**src/verilog/kil_pkg.sv**
```systemverilog
package kil_pkg;
	// Register indices on the plain register port
	localparam logic [1:0] ADDR_STATUS_CONTROL = 2'h0;
	localparam logic [1:0] ADDR_PIN_ENABLE = 2'h1;
	localparam logic [1:0] ADDR_PORT_DIRECTION = 2'h2;
	localparam logic [1:0] ADDR_PORT_DATA = 2'h3;
	// Status and control field positions
	localparam int BIT_TRIGGER_SEL = 0;
	localparam int BIT_REQUEST_MASK = 1;
	localparam int BIT_REQUEST_CLEAR = 2;
	localparam int BIT_PENDING_FLAG = 3;
	// Values after reset
	localparam logic [7:0] RESET_PIN_ENABLES = 8'h00;
	localparam logic [7:0] RESET_DIRECTION = 8'h00;
	localparam logic [7:0] RESET_DATA = 8'h00;
	localparam logic [7:0] PINS_ALL_HIGH = 8'hFF;
	// Vector pair fetched when the request is serviced
	localparam logic [15:0] VECTOR_ADDR_HIGH = 16'hFFE0;
	localparam logic [15:0] VECTOR_ADDR_LOW = 16'hFFE1;

	// Register bus request
	typedef struct packed {
		logic [1:0] addr;
		logic [7:0] wdata;
		logic wr;
		logic rd;
	} kil_bus_type;

	// Complete state of the block
	typedef struct packed {
		logic [7:0] pin_sync1;
		logic [7:0] pin_sync2;
		logic all_high_prev;
		logic [7:0] keypad_pin_enables;
		logic [7:0] port_a_direction;
		logic [7:0] port_data;
		logic keypad_trigger_sel;
		logic keypad_request_mask;
		logic latch;
		logic ack_seen;
		logic [7:0] rdata;
		logic irq;
		logic wake;
		logic [7:0] pin_out;
		logic [7:0] pin_oe;
		logic [7:0] pullup_en;
	} kil_state_type;

	// Function used by the event decode for next state and assertions: enabled pins all high
	function automatic logic all_enabled_high(input logic [7:0] pins, input logic [7:0] en);
		all_enabled_high = &(pins | ~en);
	endfunction
endpackage
```
**src/verilog/kil_keypad_latch.sv**
```systemverilog
`timescale 1ns/1ps
// Summary of operation
// - Eight enable bits select keypad pins; reset clears
// - Enabled pin switches on its pullup
// - Latch when enabled pins fall from all-high
// - Edge mode ignores edge while another low
// - Level mode holds request while any low
// - Level mode clears after acknowledge and release
// - Vector fetch acknowledge clears latched request
// - Write-one acknowledge clears; reads zero
// - Acknowledge leaves later edge detection intact
// - Service fetches vector pair FFE0/FFE1
// - Edge mode acknowledge clears at once
// - Reset clears request and trigger mode
// - Pending flag shows latch, ignores mask
// - Enable forces input; read needs direction zero
// - Mask blocks forwarding; read/write; reset clears
// - Trigger bit: one level, zero edge
// - Upper four status bits read zero
// - Works in wait and stop; wakes
// - Break blocks software acknowledge unless clear enabled
module kil_keypad_latch
(
	// Clock and reset
	input wire logic clk,
	input wire logic resetn,
	// Register port
	input wire kil_pkg::kil_bus_type bus,
	output logic [7:0] rdata,
	// Processor side
	input wire logic vector_fetch,
	input wire logic [15:0] fetch_addr,
	output logic irq,
	output logic wake,
	// System integration
	input wire logic break_state,
	input wire logic break_clear_enable,
	// Port A pins
	input wire logic [7:0] port_a_pin_in,
	output logic [7:0] port_a_pin_out,
	output logic [7:0] port_a_pin_oe,
	output logic [7:0] pullup_en
);
	kil_pkg::kil_state_type st_r;
	kil_pkg::kil_state_type st_nxt;

	logic all_high_now;
	logic new_fall;
	logic sw_ack;
	logic vec_ack;
	logic ack;
	logic [7:0] read_val;
	logic [7:0] pin_view;

	// Event decode shared by next state and assertions
	always_comb
	begin
		all_high_now = kil_pkg::all_enabled_high(st_r.pin_sync2, st_r.keypad_pin_enables);
		new_fall = st_r.all_high_prev && !all_high_now;
		sw_ack = bus.wr && bus.addr == kil_pkg::ADDR_STATUS_CONTROL
			&& bus.wdata[kil_pkg::BIT_REQUEST_CLEAR]
			&& (!break_state || break_clear_enable);
		vec_ack = vector_fetch && fetch_addr == kil_pkg::VECTOR_ADDR_HIGH
			&& st_r.irq;
		ack = sw_ack || vec_ack;
	end

	// Next state of the whole block
	always_comb
	begin
		st_nxt = st_r;
		// Two-stage synchroniser on the pins
		st_nxt.pin_sync1 = port_a_pin_in;
		st_nxt.pin_sync2 = st_r.pin_sync1;
		st_nxt.all_high_prev = all_high_now;
		// Register writes
		if (bus.wr)
		begin
			unique case (bus.addr)
				kil_pkg::ADDR_STATUS_CONTROL:
				begin
					st_nxt.keypad_trigger_sel = bus.wdata[kil_pkg::BIT_TRIGGER_SEL];
					st_nxt.keypad_request_mask = bus.wdata[kil_pkg::BIT_REQUEST_MASK];
				end
				kil_pkg::ADDR_PIN_ENABLE:
					st_nxt.keypad_pin_enables = bus.wdata;
				kil_pkg::ADDR_PORT_DIRECTION:
					st_nxt.port_a_direction = bus.wdata;
				kil_pkg::ADDR_PORT_DATA:
					st_nxt.port_data = bus.wdata;
			endcase
		end
		// Request latch; a new edge wins over an acknowledge
		if (st_r.keypad_trigger_sel)
		begin
			// Level mode: clear needs both acknowledge and release
			if (ack)
				st_nxt.ack_seen = 1'b1;
			if (!all_high_now)
				st_nxt.latch = 1'b1;
			else if (st_r.ack_seen || ack)
				st_nxt.latch = 1'b0;
			if (new_fall)
				st_nxt.ack_seen = ack;
			if (all_high_now && (st_r.ack_seen || ack))
				st_nxt.ack_seen = 1'b0;
		end
		else
		begin
			st_nxt.ack_seen = 1'b0;
			if (new_fall)
				st_nxt.latch = 1'b1;
			else if (ack)
				st_nxt.latch = 1'b0;
		end
		// Outputs
		st_nxt.irq = st_nxt.latch && !st_nxt.keypad_request_mask;
		st_nxt.wake = st_nxt.irq;
		st_nxt.pullup_en = st_nxt.keypad_pin_enables;
		st_nxt.pin_oe = st_nxt.port_a_direction & ~st_nxt.keypad_pin_enables;
		st_nxt.pin_out = st_nxt.port_data;
		st_nxt.rdata = 8'h00;
		if (bus.rd)
			st_nxt.rdata = read_val;
	end

	// Read mux; acknowledge and upper bits read zero
	always_comb
	begin
		pin_view = (st_r.pin_sync2 & ~st_r.port_a_direction)
			| (st_r.port_data & st_r.port_a_direction);
		read_val = 8'h00;
		unique case (bus.addr)
			kil_pkg::ADDR_STATUS_CONTROL:
			begin
				read_val[kil_pkg::BIT_TRIGGER_SEL] = st_r.keypad_trigger_sel;
				read_val[kil_pkg::BIT_REQUEST_MASK] = st_r.keypad_request_mask;
				read_val[kil_pkg::BIT_PENDING_FLAG] = st_r.latch;
			end
			kil_pkg::ADDR_PIN_ENABLE:
				read_val = st_r.keypad_pin_enables;
			kil_pkg::ADDR_PORT_DIRECTION:
				read_val = st_r.port_a_direction;
			kil_pkg::ADDR_PORT_DATA:
				read_val = pin_view;
		endcase
	end

	// State register; reset clears request and mode
	always_ff @(posedge clk or negedge resetn)
	begin
		if (!resetn)
		begin
			st_r <= '0;
			st_r.pin_sync1 <= kil_pkg::PINS_ALL_HIGH;
			st_r.pin_sync2 <= kil_pkg::PINS_ALL_HIGH;
			st_r.all_high_prev <= 1'b1;
		end
		else
			st_r <= st_nxt;
	end

	assign rdata = st_r.rdata;
	assign irq = st_r.irq;
	assign wake = st_r.wake;
	assign port_a_pin_out = st_r.pin_out;
	assign port_a_pin_oe = st_r.pin_oe;
	assign pullup_en = st_r.pullup_en;

	// Checks
	a_edge_latches: assert property (@(posedge clk) disable iff (!resetn)
		new_fall |=> st_r.latch) else $error("falling edge not latched");
	a_edge_ack_clears: assert property (@(posedge clk) disable iff (!resetn)
		(ack && !new_fall && !st_r.keypad_trigger_sel && !(bus.wr && bus.addr ==
		kil_pkg::ADDR_STATUS_CONTROL)) |=> !st_r.latch) else $error("edge ack failed");
	a_level_holds: assert property (@(posedge clk) disable iff (!resetn)
		(st_r.keypad_trigger_sel && !all_high_now && !bus.wr) |=> st_r.latch)
		else $error("level request dropped");
	a_mask_blocks: assert property (@(posedge clk) disable iff (!resetn)
		st_r.keypad_request_mask |-> !st_r.irq) else $error("masked request forwarded");
	a_break_protects: assert property (@(posedge clk) disable iff (!resetn)
		(break_state && !break_clear_enable && !vec_ack && st_r.latch
		&& !(st_r.keypad_trigger_sel && st_r.ack_seen))
		|=> st_r.latch) else $error("break ack had effect");
	a_upper_zero: assert property (@(posedge clk) disable iff (!resetn)
		$past(bus.rd && bus.addr == kil_pkg::ADDR_STATUS_CONTROL)
		|-> rdata[7:4] == 4'h0 && !rdata[kil_pkg::BIT_REQUEST_CLEAR])
		else $error("reserved bits nonzero");
	a_pullup_follows: assert property (@(posedge clk) disable iff (!resetn)
		(bus.wr && bus.addr == kil_pkg::ADDR_PIN_ENABLE) |=> ##1
		pullup_en == $past(bus.wdata, 2)) else $error("pullup mismatch");
	a_enable_input: assert property (@(posedge clk) disable iff (!resetn)
		(port_a_pin_oe & pullup_en) == 8'h00) else $error("enabled pin driven");
	a_flag_mask_free: assert property (@(posedge clk) disable iff (!resetn)
		$past(bus.rd && bus.addr == kil_pkg::ADDR_STATUS_CONTROL)
		|-> rdata[kil_pkg::BIT_PENDING_FLAG] == $past(st_r.latch))
		else $error("pending flag wrong");

	// Forwarded request is exactly latch and not mask
	a_irq_is_latch: assert property (@(posedge clk) disable iff (!resetn)
		irq == (st_r.latch && !st_r.keypad_request_mask))
		else $error("irq does not follow latch and mask");

	// Wake line mirrors the forwarded request
	a_wake_tracks: assert property (@(posedge clk) disable iff (!resetn)
		wake == irq)
		else $error("wake differs from irq");

	// An unmasked latched request must wake the core
	a_unmasked_wakes: assert property (@(posedge clk) disable iff (!resetn)
		(st_r.latch && !st_r.keypad_request_mask) |-> wake)
		else $error("unmasked request gives no wake");

	// A masked request must never wake the core
	a_mask_no_wake: assert property (@(posedge clk) disable iff (!resetn)
		st_r.keypad_request_mask |-> !wake)
		else $error("masked request wakes core");

	// Pullups follow the enable register
	a_pullup_equals: assert property (@(posedge clk) disable iff (!resetn)
		pullup_en == st_r.keypad_pin_enables)
		else $error("pullup differs from enables");

	// Enabled pins never drive, direction decides the rest
	a_oe_override: assert property (@(posedge clk) disable iff (!resetn)
		port_a_pin_oe == (st_r.port_a_direction & ~st_r.keypad_pin_enables))
		else $error("output enable wrong");

	// Port drive comes from the data latch
	a_out_data: assert property (@(posedge clk) disable iff (!resetn)
		port_a_pin_out == st_r.port_data)
		else $error("pin drive differs from data latch");

	// Enable write lands next cycle
	a_en_write: assert property (@(posedge clk) disable iff (!resetn)
		(bus.wr && bus.addr == kil_pkg::ADDR_PIN_ENABLE)
		|=> st_r.keypad_pin_enables == $past(bus.wdata))
		else $error("enable write lost");

	// Enables hold without a write
	a_en_kept: assert property (@(posedge clk) disable iff (!resetn)
		!(bus.wr && bus.addr == kil_pkg::ADDR_PIN_ENABLE)
		|=> $stable(st_r.keypad_pin_enables))
		else $error("enables changed without write");

	// Trigger mode write lands next cycle
	a_mode_write: assert property (@(posedge clk) disable iff (!resetn)
		(bus.wr && bus.addr == kil_pkg::ADDR_STATUS_CONTROL)
		|=> st_r.keypad_trigger_sel == $past(bus.wdata[kil_pkg::BIT_TRIGGER_SEL]))
		else $error("trigger mode write lost");

	// Trigger mode holds without a write
	a_mode_kept: assert property (@(posedge clk) disable iff (!resetn)
		!(bus.wr && bus.addr == kil_pkg::ADDR_STATUS_CONTROL)
		|=> $stable(st_r.keypad_trigger_sel))
		else $error("trigger mode changed without write");

	// Mask write lands next cycle
	a_mask_write: assert property (@(posedge clk) disable iff (!resetn)
		(bus.wr && bus.addr == kil_pkg::ADDR_STATUS_CONTROL)
		|=> st_r.keypad_request_mask == $past(bus.wdata[kil_pkg::BIT_REQUEST_MASK]))
		else $error("mask write lost");

	// Mask holds without a write
	a_mask_kept: assert property (@(posedge clk) disable iff (!resetn)
		!(bus.wr && bus.addr == kil_pkg::ADDR_STATUS_CONTROL)
		|=> $stable(st_r.keypad_request_mask))
		else $error("mask changed without write");

	// Direction write lands next cycle
	a_dir_write: assert property (@(posedge clk) disable iff (!resetn)
		(bus.wr && bus.addr == kil_pkg::ADDR_PORT_DIRECTION)
		|=> st_r.port_a_direction == $past(bus.wdata))
		else $error("direction write lost");

	// Data latch write lands next cycle
	a_data_write: assert property (@(posedge clk) disable iff (!resetn)
		(bus.wr && bus.addr == kil_pkg::ADDR_PORT_DATA)
		|=> st_r.port_data == $past(bus.wdata))
		else $error("data write lost");

	// Read data stand only in the cycle after a read
	a_rdata_idle: assert property (@(posedge clk) disable iff (!resetn)
		!bus.rd |=> rdata == 8'h00)
		else $error("read data without read");

	// Enable register reads back
	a_rdata_enable: assert property (@(posedge clk) disable iff (!resetn)
		(bus.rd && bus.addr == kil_pkg::ADDR_PIN_ENABLE)
		|=> rdata == $past(st_r.keypad_pin_enables))
		else $error("enable readback wrong");

	// Direction register reads back
	a_rdata_direction: assert property (@(posedge clk) disable iff (!resetn)
		(bus.rd && bus.addr == kil_pkg::ADDR_PORT_DIRECTION)
		|=> rdata == $past(st_r.port_a_direction))
		else $error("direction readback wrong");

	// Port read shows pins only where direction is zero
	a_rdata_port: assert property (@(posedge clk) disable iff (!resetn)
		(bus.rd && bus.addr == kil_pkg::ADDR_PORT_DATA)
		|=> rdata == $past(pin_view))
		else $error("port readback wrong");

	// Trigger mode reads back
	a_rdata_mode: assert property (@(posedge clk) disable iff (!resetn)
		(bus.rd && bus.addr == kil_pkg::ADDR_STATUS_CONTROL)
		|=> rdata[kil_pkg::BIT_TRIGGER_SEL] == $past(st_r.keypad_trigger_sel))
		else $error("trigger mode readback wrong");

	// Mask reads back
	a_rdata_mask: assert property (@(posedge clk) disable iff (!resetn)
		(bus.rd && bus.addr == kil_pkg::ADDR_STATUS_CONTROL)
		|=> rdata[kil_pkg::BIT_REQUEST_MASK] == $past(st_r.keypad_request_mask))
		else $error("mask readback wrong");

	// Level mode: acknowledge with pins high clears at once
	a_level_ack_release: assert property (@(posedge clk) disable iff (!resetn)
		(st_r.keypad_trigger_sel && all_high_now && ack) |=> !st_r.latch)
		else $error("level clear after ack failed");

	// Level mode: acknowledge while low is remembered
	a_level_ack_pending: assert property (@(posedge clk) disable iff (!resetn)
		(st_r.keypad_trigger_sel && !all_high_now && ack) |=> st_r.ack_seen)
		else $error("early ack forgotten");

	// Level mode: release after acknowledge clears
	a_level_late_release: assert property (@(posedge clk) disable iff (!resetn)
		(st_r.keypad_trigger_sel && all_high_now && st_r.ack_seen) |=> !st_r.latch)
		else $error("release after ack did not clear");

	// Level mode: release without acknowledge keeps the request
	a_level_no_early_clear: assert property (@(posedge clk) disable iff (!resetn)
		(st_r.keypad_trigger_sel && all_high_now && !st_r.ack_seen && !ack && st_r.latch)
		|=> st_r.latch)
		else $error("level request cleared without ack");

	// Level mode: release consumes a remembered acknowledge
	a_level_seen_cleared: assert property (@(posedge clk) disable iff (!resetn)
		(st_r.keypad_trigger_sel && all_high_now) |=> !st_r.ack_seen)
		else $error("stale ack kept after release");

	// Edge mode: request holds until acknowledged
	a_edge_hold: assert property (@(posedge clk) disable iff (!resetn)
		(!st_r.keypad_trigger_sel && !new_fall && !ack && st_r.latch) |=> st_r.latch)
		else $error("edge request lost");

	// Edge mode: no request without a falling edge
	a_edge_no_level: assert property (@(posedge clk) disable iff (!resetn)
		(!st_r.keypad_trigger_sel && !new_fall && !st_r.latch) |=> !st_r.latch)
		else $error("edge mode latched on level");

	// Edge mode keeps no remembered acknowledge
	a_edge_seen_zero: assert property (@(posedge clk) disable iff (!resetn)
		!st_r.keypad_trigger_sel |=> !st_r.ack_seen)
		else $error("edge mode kept ack");

	// A new edge beats a simultaneous acknowledge
	a_new_edge_wins: assert property (@(posedge clk) disable iff (!resetn)
		(!st_r.keypad_trigger_sel && new_fall && ack) |=> st_r.latch)
		else $error("edge lost to ack");

	// Software acknowledge clears an edge request
	a_sw_ack_edge: assert property (@(posedge clk) disable iff (!resetn)
		(sw_ack && !st_r.keypad_trigger_sel && !new_fall) |=> !st_r.latch)
		else $error("software ack failed");

	// Vector fetch of the keypad vector clears an edge request
	a_vector_clears: assert property (@(posedge clk) disable iff (!resetn)
		(vector_fetch && fetch_addr == kil_pkg::VECTOR_ADDR_HIGH && st_r.irq
		&& !st_r.keypad_trigger_sel && !new_fall) |=> !st_r.latch)
		else $error("vector fetch did not clear");

	// Break without clear enable blocks the software acknowledge
	a_break_blocks_sw: assert property (@(posedge clk) disable iff (!resetn)
		(break_state && !break_clear_enable) |-> !sw_ack)
		else $error("ack accepted in break");

	// Break with clear enable lets the acknowledge clear
	a_break_open: assert property (@(posedge clk) disable iff (!resetn)
		(break_state && break_clear_enable && sw_ack && !st_r.keypad_trigger_sel
		&& !new_fall) |=> !st_r.latch)
		else $error("enabled break ack had no effect");

	// First synchroniser stage takes the pins
	a_sync_first: assert property (@(posedge clk) disable iff (!resetn)
		1'b1 |=> st_r.pin_sync1 == $past(port_a_pin_in))
		else $error("first sync stage wrong");

	// Second stage reads only the first
	a_sync_chain: assert property (@(posedge clk) disable iff (!resetn)
		1'b1 |=> st_r.pin_sync2 == $past(st_r.pin_sync1))
		else $error("second sync stage wrong");

	// Edge detector remembers the previous all-high state
	a_prev_high: assert property (@(posedge clk) disable iff (!resetn)
		1'b1 |=> st_r.all_high_prev == $past(all_high_now))
		else $error("edge history wrong");
endmodule

```
**config.mk**
```make
export PLATFORM = sky130hd
export DESIGN_NAME = kil_keypad_latch
export DESIGN_NICKNAME = d
export VERILOG_FILES = /design/src/verilog/kil_pkg.sv /design/src/verilog/kil_keypad_latch.sv
export SDC_FILE = /design/constraint.sdc
export NUM_CORES = 1
export LEC_CHECK = 0
export ABC_AREA = 1
export BUFFER_PORTS_ARGS = -buffer_cell sky130_fd_sc_hd__buf_2
export CORE_MARGIN = 8
export CORE_UTILIZATION = 35
export DETAILED_ROUTE_END_ITERATION = 10
export PLACE_DENSITY = 0.64
export SLEW_MARGIN = 20
export SYNTH_ARGS = -nofsm -noshare
export SYNTH_HDL_FRONTEND = slang
export SYNTH_SLANG_ARGS = --single-unit
export TNS_END_PERCENT = 50
```
**constraint.sdc**
```tcl
create_clock -name clk -period 1.25 [get_ports clk]
set_clock_uncertainty 0.2 [all_clocks]
set_input_delay 0.1875 -clock clk [delete_from_list [all_inputs] [get_ports clk]]
set_output_delay 0.1875 -clock clk [all_outputs]
set_load 0.02 [all_outputs]
```
==> results.py <==
metrics = {
    "outcome": {
        "outcome": "finished with violations",
        "violations": "negative setup slack",
    },
    "drt": {
        "drt_wl_total_um": 7110,
        "dr.pass1.iters": 4,
        "vias_per_cell": 4.40,
        "dr_total_vias": 2277,
        "routedWlPerCell_um": 13.8,
        "drc": 0,
        "ant_nets": 0,
        "drtIter0Drc": 133,
    },
    "floorplanning": {
        "io_pins": 75,
        "num_rows": 33,
        "dieWidth_um": 107,
        "die_h_um": 107,
        "start_util_pct": 35.4,
        "core_um2": 8090,
        "dieArea_um2": 11300,
    },
    "placed_design": {
        "gp_congestion": 0.798,
        "place_area_um2": 3240,
        "place_hpwl_um": 5000,
        "io_buffers": 74,
    },
    "grt": {
        "antenna_found_initial": 0,
        "globalRouteMet3Util_pct": 4.84,
        "grt_pass1_vias": 2388,
        "grt_max_degree": 63,
        "grt_pass1_wl_um": 11500,
        "groute.usage.overall_pct": 12.8,
        "grt_use_met1_pct": 15.0,
        "grt_overflow": 0,
        "grt-busiest-layer": "met2",
        "met2_usage_pct": 21.1,
    },
    "final_layout": {
        "multi_input_area_um2": 878,
        "layout_common_cells": "55 x nand2_1, 55 x buf_2, 45 x dfrtp_1",
        "fin_area_um2": 3930,
        "syn2layout_area_growth_pct": 37.1,
        "diodes": 0,
        "layout-drive-gt1-share_pct": 43.4,
        "nFillCells": 779,
        "final_nets": 448,
        "regArea_um2": 1570,
    },
    "worst_setup_path": {
        "slowest_delay_ps": 530,
        "rr_startpoint": "st_r[64]",
        "cp_num_buf_inv": 1,
        "r2r_cells": 8,
        "r2r_end": "st_r[34]",
        "crit_family": "flip-flops",
        "crit_chain": "inv_2 > nand2_2 > nand2_1 > nor2_1 > nand2_2 > nand2_1 > nand2_1 > a21oi_2",
        "crit_end": "st_r[34]",
        "rrSetupSlack_ps": -180,
        "worstPathRequired_ps": 1320,
        "cp_num_cells": 8,
        "critical_path_class": "reg -> reg",
        "cpMaxStageDelayCell": "dfstp_2",
        "worst_path_most_repeated_cell": "nand2_1",
        "crit_path_end_kind": "flip-flop",
        "critPathMaxFanout": 4,
        "critical_path.startpoint": "st_r[64]",
        "startpoint_type": "flip-flop",
        "crit_arrival_ps": 1500,
    },
    "clock_network": {
        "clk_pin_slew_ps": 70,
        "h-tree-depth": 3,
        "cts_tree": "built",
        "cts_made_buffers": 9,
        "cts_sinks": 62,
        "clk_latency_ps": 330,
        "clock_path_buffers": 2,
        "root_buffer": "clkbuf_8",
    },
    "sta": {
        "rsz0062_at_grt": "yes",
        "setup_violations": 21,
        "fin_crit_sh_pct": 114,
        "fin_hold_ws_ps": 21.6,
        "hold_violations": 0,
        "setup_slack_ps": -179,
        "worstMarginPinSlew_ps": 332,
        "fmax_mhz": 700,
        "max_slew_margin_pct": 77.9,
        "slew_viol_final": 0,
        "period_needed_ps": 1430,
    },
    "job": {
        "drv_cap": 0,
    },
    "yosys": {
        "synth_area_leaders": "dfrtp_1 39%, dfstp_2 16%, buf_4 8.6%",
        "synth-seq-area-share_pct": 54.9,
        "ys_types": 27,
        "synth_area_per_cell_um2": 9.40,
        "ys_ff_latch": 62,
        "syn_inst": 305,
        "synth_largest_area_cell": "dfrtp_1",
        "syn_area_um2": 2870,
        "yosys_warnings": 0,
        "syn_nets": 346,
        "synth.top_cell.area_share_pct": 39.3,
    },
    "power_and_ir_drop": {
        "power.density_nw_per_um2": 1400,
        "total_leakage_power_nw": 2.00,
        "ir_drop_mv": 0.717,
    },
    "hold_path": {
        "hold_path_class": "in -> reg",
    },
}
==> power by group <==
part / total [mW] / switching [mW] / internal, mW
Clock: 1.47 / 0.698 / 0.770
Combinational: 1.60 / 0.836 / 0.762
Sequential: 2.45 / 0.155 / 2.29
Total: 5.51 / 1.69 / 3.82
==> layout make-up <==
cell class                 count  share of cell area [%]
clock inverter                 2                   0.255
tap                          105                    3.34
timing repair buffer         128                    25.3
sequential                    62                    40.0
clock buffer                  14                    3.89
inverter                      48                    4.84
multi-input combinational    158                    22.4
==> kinds of logic (layout without fill, tap and decap cells) <==
family	Yosys count	in the layout	synth area share, %
simple gates	88	88	13.6
buf+inv	85	192	16.8
compound gates	70	70	14.8
flops	62	62	54.9
==> synth_stat cells <==
cell type / number
a211oi_2: 8
a21boi_0: 1
a21oi_1: 26
a22oi_1: 1
buf_4: 33
buf_6: 4
clkinv_4: 1
dfrtp_1: 45
dfstp_2: 17
inv_1: 45
inv_2: 1
inv_4: 1
nand2_1: 58
nand2_2: 2
nand2_4: 1
nand3_1: 5
nand3_4: 1
nor2_1: 17
nor2_8: 1
nor3_1: 1
nor3_2: 1
o211ai_1: 1
o21ai_0: 20
o21ai_1: 10
o22ai_1: 2
o311ai_0: 1
or2_2: 1
==> worst min path at each step <==
stage                     slack [ps]  cells after the start                 to   start
final                             20                      3  port_a_pin_out[2]  bus[4]
after global routing              40                      3   port_a_pin_oe[2]  bus[4]
after CTS                          2                      3  port_a_pin_out[2]  bus[4]
after detailed placement          20                      2   port_a_pin_oe[1]  resetn
after global placement            20                      2   port_a_pin_oe[1]  resetn
after floorplan                 -310                      0   port_a_pin_oe[0]  resetn
==> per-layer routing <==
layer / up-vias / wire, um / share of wire, %
li1: 1138 / - / -
met5: - / 0 / 0
met2: 62 / 3460 / 49
met3: 8 / 519 / 7.3
met4: 0 / 83 / 1.2
met1: 1069 / 3050 / 43
==> sequential cells by signal (all words and copies together) (netlist names) <==
register	cells
st_r	21
rdata	8
pullup_en	8
wake	1
st_nxt	8
port_a_pin_out	8
port_a_pin_oe	8
==> worst reg2reg max path, cell delays in order (launching register included) <==
cell and delay [ps]:
dfstp_2 530, inv_2 40, nand2_2 60, nand2_1 60
nor2_1 130, nand2_2 100, nand2_1 70, nand2_1 60
a21oi_2 110
==> timing repair <==
action	4_1_cts	5_1_grt
pin swaps	4	14
endpoints found under the hold margin	94	0
hold buffers	18	0
setup buffers	11	5
gates resized for setup	46	34
endpoints found under the setup margin	29	47
==> stage by stage <==
step / power, mW / std cells / setup slack [ps] / TNS (ps) / util (%)
after detailed placement: 3.66 / 467 / -166 / -3320 / 40.0
after CTS: 5.44 / 512 / -162 / -2100 / 46.9
after global placement: 3.64 / 467 / -139 / -2640 / 40.0
final: 5.51 / 517 / -179 / -1730 / 48.5
after floorplan: 3.36 / 305 / -41.6 / -82.6 / -
after global routing: 5.83 / 517 / -240 / -3100 / 48.5
(Power assumes the default switching activity.)
